<file path="src/pkg/nt_status_pkg.sv">
// Constants and carrier types for the function status and class slice
package nt_status_pkg;

  // ==========================================================
  // Register byte offsets in the configuration header
  localparam logic [7:0] STATUS_OFS   = 8'h06;
  localparam logic [7:0] REVISION_OFS = 8'h08;
  localparam logic [7:0] CLASS_OFS    = 8'h09;
  localparam logic [7:0] LINE_OFS     = 8'h0C;

  // ==========================================================
  // Status word bit positions
  localparam int unsigned IRQ_PEND_BIT   = 3;
  localparam int unsigned CAP_CHAIN_BIT  = 4;
  localparam int unsigned REQ_POISON_BIT = 8;
  localparam int unsigned ABORT_SENT_BIT = 11;
  localparam int unsigned ABORT_RX_BIT   = 12;
  localparam int unsigned UNSUP_RX_BIT   = 13;
  localparam int unsigned SYSERR_BIT     = 14;
  localparam int unsigned POISON_DET_BIT = 15;

  // Command word enable positions
  localparam int unsigned CMD_POISON_LOG_BIT = 6;
  localparam int unsigned CMD_SYSERR_BIT     = 8;

  // ==========================================================
  // Constant and reset values
  localparam logic       CAP_CHAIN_VAL  = 1'h1;
  localparam logic [7:0] PROG_IFACE_VAL = 8'h00;
  localparam logic [7:0] SUB_CLASS_VAL  = 8'h80;
  localparam logic [7:0] BASE_CLASS_VAL = 8'h06;
  localparam logic [7:0] LINE_RST_VAL   = 8'h00;
  // Arbitrary neutral revision value after power-on
  localparam logic [7:0] REVISION_RST_VAL = 8'h01;

  // Number of sticky flags held in cells
  localparam int unsigned NUM_FLAGS = 5;

  // ==========================================================
  // Carrier types
  typedef struct packed {
    logic        rd;
    logic        wr;
    logic [7:0]  addr;
    logic [3:0]  be;
    logic [31:0] wdata;
  } cfg_req_t;

  typedef struct packed {
    logic poison_cpl_rx;
    logic poison_req_tx;
    logic poison_any_rx;
    logic cpl_abort_rx;
    logic cpl_unsup_rx;
    logic err_msg_tx;
  } txn_event_t;

endpackage

</file>
<file path="src/hw/nt_function_status_class_regs.sv">
// Status, revision, class code and line size registers of the NT function
//
// Behaviour
// - status bit 3 mirrors pending legacy interrupt
// - status bit 4 always reads one
// - bit 8 logs poison when logging enabled
// - status bit 11 always reads zero
// - bit 12 set on completer abort completion
// - bit 13 set on unsupported request completion
// - bit 14 set on error message, enabled
// - bit 15 set on any received poison
// - unused status bits read zero, ignore writes
// - revision writable when unlocked, survives soft reset
// - class low byte reads zero
// - class sub-class byte reads 0x80
// - class base byte reads 0x06
// - line size plain storage, reset zero
// - logging enable from command bit 6
// - error reporting enable from command bit 8
`timescale 1ns/1ns
module nt_function_status_class_regs
(
  input  wire logic                      clk_in,
  input  wire logic                      nrst_in,
  input  wire logic                      soft_rst_in,
  input  wire nt_status_pkg::cfg_req_t   cfg_req_in,
  input  wire nt_status_pkg::txn_event_t txn_event_in,
  input  wire logic [15:0]               function_command_word_in,
  input  wire logic                      legacy_irq_pending_in,
  input  wire logic                      revision_unlock_in,
  output logic                           cfg_hit_out,
  output logic [31:0]                    cfg_rdata_out,
  output logic                           cfg_rvalid_out,
  output logic [15:0]                    function_status_word_out,
  output logic [7:0]                     line_size_hint_out
);

  // ==========================================================
  // Address decode
  logic [5:0] dw_idx;
  logic       hit_status;
  logic       hit_rev_class;
  logic       hit_line;

  assign dw_idx        = cfg_req_in.addr[7:2];
  assign hit_status    = dw_idx == nt_status_pkg::STATUS_OFS[7:2];
  assign hit_rev_class = dw_idx == nt_status_pkg::REVISION_OFS[7:2];
  assign hit_line      = dw_idx == nt_status_pkg::LINE_OFS[7:2];
  assign cfg_hit_out   = hit_status | hit_rev_class | hit_line;

  // Byte lanes of each register within its dword
  localparam int unsigned STS_LANE = 32'(nt_status_pkg::STATUS_OFS[1:0]);
  localparam int unsigned REV_LANE =
    32'(nt_status_pkg::REVISION_OFS[1:0]);
  localparam int unsigned CLS_LANE = 32'(nt_status_pkg::CLASS_OFS[1:0]);
  localparam int unsigned LINE_LANE = 32'(nt_status_pkg::LINE_OFS[1:0]);

  logic        wr_status_hi;
  logic        wr_rev;
  logic        wr_line;
  logic [15:0] wr_status_val;

  // Only the upper status byte holds clearable flags
  assign wr_status_hi  = cfg_req_in.wr & hit_status
                         & cfg_req_in.be[STS_LANE + 1];
  assign wr_status_val = cfg_req_in.wdata[STS_LANE*8 +: 16];
  assign wr_rev        = cfg_req_in.wr & hit_rev_class
                         & cfg_req_in.be[REV_LANE];
  assign wr_line       = cfg_req_in.wr & hit_line
                         & cfg_req_in.be[LINE_LANE];

  // ==========================================================
  // Enables taken from the command word
  logic poison_log_en;
  logic syserr_en;

  assign poison_log_en =
    function_command_word_in[nt_status_pkg::CMD_POISON_LOG_BIT];
  assign syserr_en =
    function_command_word_in[nt_status_pkg::CMD_SYSERR_BIT];

  // ==========================================================
  // Set conditions for each sticky flag
  logic [nt_status_pkg::NUM_FLAGS-1:0] flag_set;
  logic [nt_status_pkg::NUM_FLAGS-1:0] flag_clr;
  logic [nt_status_pkg::NUM_FLAGS-1:0] flag_q;

  localparam int unsigned FLAG_POS [nt_status_pkg::NUM_FLAGS] = '{
    nt_status_pkg::REQ_POISON_BIT,
    nt_status_pkg::ABORT_RX_BIT,
    nt_status_pkg::UNSUP_RX_BIT,
    nt_status_pkg::SYSERR_BIT,
    nt_status_pkg::POISON_DET_BIT
  };

  always_comb
  begin
    flag_set[0] = poison_log_en
                  & (txn_event_in.poison_cpl_rx
                     | txn_event_in.poison_req_tx);
    flag_set[1] = txn_event_in.cpl_abort_rx;
    flag_set[2] = txn_event_in.cpl_unsup_rx;
    flag_set[3] = syserr_en & txn_event_in.err_msg_tx;
    flag_set[4] = txn_event_in.poison_any_rx
                  | txn_event_in.poison_cpl_rx;
  end

  // ==========================================================
  // Sticky flag cells
  genvar gi;
  generate
    for (gi = 0; gi < nt_status_pkg::NUM_FLAGS; gi++)
    begin : g_flag
      assign flag_clr[gi] = wr_status_hi & wr_status_val[FLAG_POS[gi]];

      sticky_flag u_flag
      (
        .clk_in      (clk_in),
        .nrst_in     (nrst_in),
        .soft_clr_in (soft_rst_in),
        .set_in      (flag_set[gi]),
        .clr_in      (flag_clr[gi]),
        .flag_out    (flag_q[gi])
      );
    end
  endgenerate

  // ==========================================================
  // Status word assembly
  logic [15:0] status_word;

  always_comb
  begin
    status_word = 16'h0000;
    status_word[nt_status_pkg::IRQ_PEND_BIT] = legacy_irq_pending_in;
    status_word[nt_status_pkg::CAP_CHAIN_BIT] =
      nt_status_pkg::CAP_CHAIN_VAL;
    status_word[nt_status_pkg::ABORT_SENT_BIT] = 1'h0;
    for (int i = 0; i < nt_status_pkg::NUM_FLAGS; i++)
    begin
      status_word[FLAG_POS[i]] = flag_q[i];
    end
  end

  // ==========================================================
  // Revision number, reset to REVISION_RST_VAL only by power-on reset
  logic [7:0] revision_r;

  always_ff @(posedge clk_in or negedge nrst_in)
  begin
    if (!nrst_in)
    begin
      revision_r <= nt_status_pkg::REVISION_RST_VAL;
    end
    else if (wr_rev & revision_unlock_in)
    begin
      revision_r <= cfg_req_in.wdata[REV_LANE*8 +: 8];
    end
  end

  // ==========================================================
  // Line size hint, storage only
  logic [7:0] line_size_r;

  always_ff @(posedge clk_in or negedge nrst_in)
  begin
    if (!nrst_in)
    begin
      line_size_r <= nt_status_pkg::LINE_RST_VAL;
    end
    else if (soft_rst_in)
    begin
      line_size_r <= nt_status_pkg::LINE_RST_VAL;
    end
    else if (wr_line)
    begin
      line_size_r <= cfg_req_in.wdata[LINE_LANE*8 +: 8];
    end
  end

  // ==========================================================
  // Read data mux
  logic [23:0] class_code;
  logic [31:0] rd_mux;

  assign class_code = {nt_status_pkg::BASE_CLASS_VAL,
                       nt_status_pkg::SUB_CLASS_VAL,
                       nt_status_pkg::PROG_IFACE_VAL};

  always_comb
  begin
    rd_mux = 32'h0000_0000;
    if (hit_status)
    begin
      rd_mux[STS_LANE*8 +: 16] = status_word;
    end
    else if (hit_rev_class)
    begin
      rd_mux[REV_LANE*8 +: 8]  = revision_r;
      rd_mux[CLS_LANE*8 +: 24] = class_code;
    end
    else if (hit_line)
    begin
      rd_mux[LINE_LANE*8 +: 8] = line_size_r;
    end
  end

  // ==========================================================
  // Read answer, one cycle after the request
  logic [31:0] rdata_r;
  logic        rvalid_r;

  always_ff @(posedge clk_in or negedge nrst_in)
  begin
    if (!nrst_in)
    begin
      rdata_r  <= 32'h0000_0000;
      rvalid_r <= 1'h0;
    end
    else
    begin
      rvalid_r <= cfg_req_in.rd;
      if (cfg_req_in.rd)
      begin
        rdata_r <= rd_mux;
      end
    end
  end

  assign cfg_rdata_out  = rdata_r;
  assign cfg_rvalid_out = rvalid_r;

  // ==========================================================
  // Observation copies for neighbouring logic
  logic [15:0] status_obs_r;

  always_ff @(posedge clk_in or negedge nrst_in)
  begin
    if (!nrst_in)
    begin
      status_obs_r <= 16'h0000;
    end
    else
    begin
      status_obs_r <= status_word;
    end
  end

  assign function_status_word_out = status_obs_r;
  assign line_size_hint_out       = line_size_r;

endmodule

</file>
<file path="src/hw/sticky_flag.sv">
// One hardware-set, write-one-to-clear status flag
`timescale 1ns/1ns
module sticky_flag
(
  input  wire logic clk_in,
  input  wire logic nrst_in,
  input  wire logic soft_clr_in,
  input  wire logic set_in,
  input  wire logic clr_in,
  output logic      flag_out
);

  logic flag_r;

  // ==========================================================
  // Flag storage
  always_ff @(posedge clk_in or negedge nrst_in)
  begin
    if (!nrst_in)
    begin
      flag_r <= 1'h0;
    end
    else if (soft_clr_in)
    begin
      flag_r <= 1'h0;
    end
    else if (set_in)
    begin
      flag_r <= 1'h1;
    end
    else if (clr_in)
    begin
      flag_r <= 1'h0;
    end
  end

  assign flag_out = flag_r;

endmodule

</file>
<file path="config.mk">
export PLATFORM = sky130hd
export DESIGN_NAME = nt_function_status_class_regs
export DESIGN_NICKNAME = d
export VERILOG_FILES = /design/src/pkg/nt_status_pkg.sv /design/src/hw/nt_function_status_class_regs.sv /design/src/hw/sticky_flag.sv
export SDC_FILE = /design/constraint.sdc
export NUM_CORES = 1
export LEC_CHECK = 0
export BUFFER_PORTS_ARGS = -buffer_cell sky130_fd_sc_hd__buf_2
export CAP_MARGIN = 5
export CORE_UTILIZATION = 30
export CTS_CLUSTER_DIAMETER = 120
export CTS_CLUSTER_SIZE = 28
export DETAILED_ROUTE_END_ITERATION = 8
export GPL_ROUTABILITY_DRIVEN = 0
export GPL_TIMING_DRIVEN = 0
export MAX_ROUTING_LAYER = met4
export PLACE_DENSITY_LB_ADDON = 0.25
export SYNTH_ARGS = -nofsm -noshare
export SYNTH_HDL_FRONTEND = slang
export SYNTH_SLANG_ARGS = --single-unit
</file>
<file path="constraint.sdc">
create_clock -name clk_in -period 2.1 [get_ports clk_in]
set_clock_uncertainty 0.1 [all_clocks]
set_input_delay 0.21 -clock clk_in [delete_from_list [all_inputs] [get_ports clk_in]]
set_output_delay 0.21 -clock clk_in [all_outputs]
set_load 0.01 [all_outputs]
</file>
; Yosys cells after proc, flatten, opt, wreduce, memory -nomap -nowiden
; Index checks and enable logic that the tools add are counted.
[word_totals]
word_cells = 59
ff_bits = 61
inputBits = 73
[classes]
reduce_logical = 6
n_bitwise = 18
eq_ne = 3
muxes = 22
[op_table]
columns = op, count
row1 = $mux W16, 2
row2 = $mux W8, 4
row3 = $mux W19, 1
row4 = $mux W1, 15
row5 = $reduce_bool A3 Y1, 5
row6 = $and A1 B1 Y1, 14
row7 = $eq A6 B2 Y1 const B, 2
row8 = $eq A6 B1 Y1 const B, 1
row9 = $or A1 B1 Y1, 4
row10 = $reduce_bool A2 Y1, 1

; Logic depth before layout (Yosys ltp)
[logic_depth]
word_depth = 7
mapped_depth = 5

; Cells and area by module
; A second synthesis with hierarchy kept.
[hier_totals]
hier_cells = 202
hier_area_um2 = 2132.0
[modules_own_cells]
columns = mod, cells_each, n_inst, seq_area_each_um2, area_each_um2
row1 = nt_function_status_class_regs, 182, 1, 1002.2, 1913.1
row2 = sticky_flag, 4, 5, 25.0, 43.8

; Worst setup path before layout
; No wires, ideal clock.
[synth_timing]
path_type = input -> register
startpoint = input cfg_req_in[43] (netlist bit)
endpoint = register revision_r[1]
t_arrival_ns = 1.778
path_slack_ns = 0.097
n_path_buf = 2
stages = 5
setup_ns = 0.125
cell_sequence = or4_1 > buf_2 > or4_4 > buf_6 > mux2_4
[synth_via]
elab_chain_len = 4
[synth_lines]
columns = item, line
row1 = "start, declared", nt_function_status_class_regs.sv:26  ; input wire nt_status_pkg::cfg_req_t cfg_req_in,
row2 = $eq A6 B2 Y1, nt_function_status_class_regs.sv:47  ; assign hit_rev_class = dw_idx == nt_status_pkg::REVISION_OFS[7:2];
row3 = $and A1 B1 Y1, nt_function_status_class_regs.sv:67  ; assign wr_rev = cfg_req_in.wr & hit_rev_class
row4 = $and A1 B1 Y1, nt_function_status_class_regs.sv:68  ; & cfg_req_in.be[REV_LANE];
row5 = $and A1 B1 Y1, nt_function_status_class_regs.sv:155  ; else if (wr_rev & revision_unlock_in)
row6 = "end signal, assigned", nt_function_status_class_regs.sv:153  ; revision_r <= nt_status_pkg::REVISION_RST_VAL;
row7 = "end signal, assigned", nt_function_status_class_regs.sv:157  ; revision_r <= cfg_req_in.wdata[REV_LANE*8 +: 8];
row8 = "end, declared", nt_function_status_class_regs.sv:147  ; logic [7:0] revision_r;
; Every way passes these cells.
; A chain may end at the register's enable or synchronous reset.

; Worst setup path after layout
[layout_timing]
startpoint = input cfg_req_in[43] (netlist bit)
endpoint = register revision_r[5]
; Same word-level chain as after synthesis.

==> impl_metrics.csv <==
group,metric,value,unit
sta,clock.fmax,529,MHz
floorplanning,dieHeight,86.5,µm
outcome,violations,"hold timing",
synthesis,synthesis.area,2140,µm²
sta,setup_slack,0.210,ns
clock_tree,ctsResizeCount,0,
power_and_ir_drop,net-switching-power,0.390,mW
setup_path,reg2reg_from,"line_size_hint_out[6]",
power_and_ir_drop,p_leak,1.48,nW
sta,setup_violations,0,
sta,fin_crit_sh,0.900,
floorplanning,die_w,86.5,µm
placement,place_inst,383,
placement,place_ws,-0.107,ns
setup_path,cp.arrival,1.96,ns
synthesis,synth.distinct_cells,27,
detailed_routing,drtPass1Iterations,4,
clock_tree,clk_pin_slew,0.08,ns
global_route,track_usage,0.136,
clock_tree,root_buffer,"clkbuf_8",
worst_hold_path,min_path_type,"in -> async",
clock_tree,cts_buffers,5,
synthesis,ys_warn_count,0,
sta,tightestPinTransition,0.992,ns
sta,hold-worst-slack,-0.0176,ns
placement,port-buffer-count,70,
flow_run,maxCapViolCount,0,
detailed_routing,vias,1585,
finish,layout.nets,370,
synthesis,avgSynthCellArea,11.0,µm²
global_route,grt_pass1_wl,7.48,mm
setup_path,crit_start,"cfg_req_in[43]",
finish,final_layout_size_suffix_gt1_frac,0.416,
finish,area_delta_synth_final,32.7,%
placement,place_area,2690,µm²
sta,period_minus_slack,1.89,ns
sta,setup_tns,0,ns
finish,layout.cells.non_filler,394,
power_and_ir_drop,seqPwrFrac,0.511,
detailed_routing,antenna_left,0,
setup_path,critical_path_required,2.17,ns
detailed_routing,drc,0,
detailed_routing,wl_per_cell,11.8,µm
synthesis,yosysSeqAreaShare,0.527,
finish,postLayoutCoreUtil,0.416,
setup_path,critPathMaxFanout,8,
clock_tree,htreeDepth,2,
outcome,status,"finished, violations left",
global_route,antenna_found_initial,0,
setup_path,worstSetupStartpointType,"input port",
floorplanning,core_area,6830,µm²
detailed_routing,drt-total-wl,4.66,mm
detailed_routing,vias_per_cell,4.02,
floorplanning,row_count,30,
clock_tree,cts_buffer_depth,2,
synthesis,syn-instance-count,195,
power_and_ir_drop,swShare,0.221,
global_route,first_global_vias,1527,
clock_tree,cts_hold_buf,3,
detailed_routing,drtIter0Drc,43,
power_and_ir_drop,intPower,1.38,mW
power_and_ir_drop,p_per_area,622,nW/µm²
power_and_ir_drop,clkPwrFrac,0.374,
power_and_ir_drop,power_frac_comb,0.116,
finish,num_antenna_cells,0,
floorplanning,ios,131,
setup_path,critPathKind,"in -> reg",
global_route,grt_max_degree,46,
sta,finalHoldViolCount,21,
sta,slew_viol_final,0,
clock_tree,cts_tree,"yes",
setup_path,end_kind,"flop",
finish,fin_area,2840,µm²
sta,slew_headroom,0.339,
clock_tree,worstSkewPairLatency,0.28,ns
clock_tree,cts_sinks,45,
floorplanning,die_area,7480,µm²
clock_tree,cts_setup_buffers,0,
sta,grt_setup_unrepaired,"no",
synthesis,synth_seq_cells,45,
placement,dp_hpwl,3.48,mm
power_and_ir_drop,peakVddDrop,0.000262,V
global_route,grt_remaining_overflow,0,
floorplanning,initial_utilization,0.313,
## final cells by class
cell class,count,area [µm²]
inverter,19,71.3
buffer,33,226
clock inverter,1,30.0
timing repair buffer,73,380
multi-input combinational,120,798
fill,700,3990
tap,96,120
sequential,45,1130
clock buffer,7,86.3
## cells by family after synthesis
logic type | share of synthesized area
buffers and inverters | 0.139
and+or+nand+nor | 0.117
DFF | 0.527
muxes | 0.146
AOI/OAI and AO/OA | 0.0678
other | 0.00351
## Yosys cell counts
library cell  instances  share of area
nor2_1                6          0.011
inv_1                19          0.033
dfrtp_1              44           0.51
o21ai_0               1         0.0023
mux2_4                8          0.056
mux2i_1               9          0.042
buf_1                 2         0.0035
buf_2                 1         0.0023
clkbuf_1              4         0.0070
nand3_1               3         0.0070
nand2_1              16          0.028
dfstp_2               1          0.012
nand2b_1             16          0.047
nor4_1                1         0.0029
nor3_2                1         0.0047
nand4b_1              1         0.0041
mux2_2                9          0.047
o31ai_1               1         0.0035
or4_1                 1         0.0035
or4_4                 1         0.0053
nor3_1                2         0.0047
conb_1                2         0.0035
a21oi_1               2         0.0047
a311oi_1              4          0.016
buf_4                25          0.088
buf_6                 1         0.0053
o22ai_1              14          0.041
## layer usage
layer	vias up	track usage	share of wire	routed length, µm
met3	4	0.0362	0.055	257
met2	55	0.228	0.49	2280
met1	725	0.163	0.45	2080
met4	0	0.0364	0.0090	42
li1	801	-	-	-
met5	-	-	0	0
## power groups by stage
stage	clock network, mW	logic, mW	registers (mW)
3_3_place_gp	0	0.200	0.920
5_1_grt	0.732	0.228	0.907
4_1_cts	0.691	0.207	0.904
6_report	0.660	0.204	0.903
2_1_floorplan	0	0.111	0.924
3_5_place_dp	0	0.202	0.921
## path summary, 6_finish.rpt
path	cells past startpoint	slack (ns)	endpoint
setup / recovery	6	0.21	revision_r[5]
hold / removal	1	-0.02	function_status_word_out[15]
setup reg to reg	3	1.05	cfg_rdata_out[6]
hold reg to reg	0	0.30	function_status_word_out[12]
max in group asynchronous	1	1.30	cfg_rdata_out[1]
min in group clk_in	2	0.01	g_flag[3].u_flag.flag_out
## registers in the layout (all words and copies together) (netlist names)
| register | flops |
|---|---|
| function_status_word_out | 7 |
| g_flag.u_flag.flag_out | 5 |
| cfg_rvalid_out | 1 |
| cfg_rdata_out | 16 |
| revision_r | 8 |
| line_size_hint_out | 8 |
## through the flow
| stage | power [mW] | hold slack, ns |
|---|---|---|
| finish | 1.77 | -0.0176 |
| global route | 1.87 | 0.00489 |
| CTS | 1.80 | 0.00446 |
| detailed placement | 1.12 | 0.238 |
| global placement | 1.12 | 0.236 |
| floorplan | 1.04 | -0.186 |
## worst max-delay path, stage by stage
cell and delay (ns):
buf_2 0.10, or4_1 0.52, buf_2 0.17, or4_4 0.48
buf_6 0.17, mux2_4 0.30
## cells in the final DEF (no fill, tap or decap), types with 2 or more instances in the layout
cell,count
buf_2,71
dfrtp_1,44
buf_4,25
conb_1,24
inv_1,19
nand2b_1,16
nand2_1,16
o22ai_1,14
mux2i_1,9
mux2_2,9
mux2_4,8
nor2_1,6
clkbuf_8,6
clkbuf_1,5
a311oi_1,4
nand3_1,3
dlygate4sd3_1,3
buf_1,2
nor3_1,2
a21oi_1,2
(Power assumes the default switching activity.)
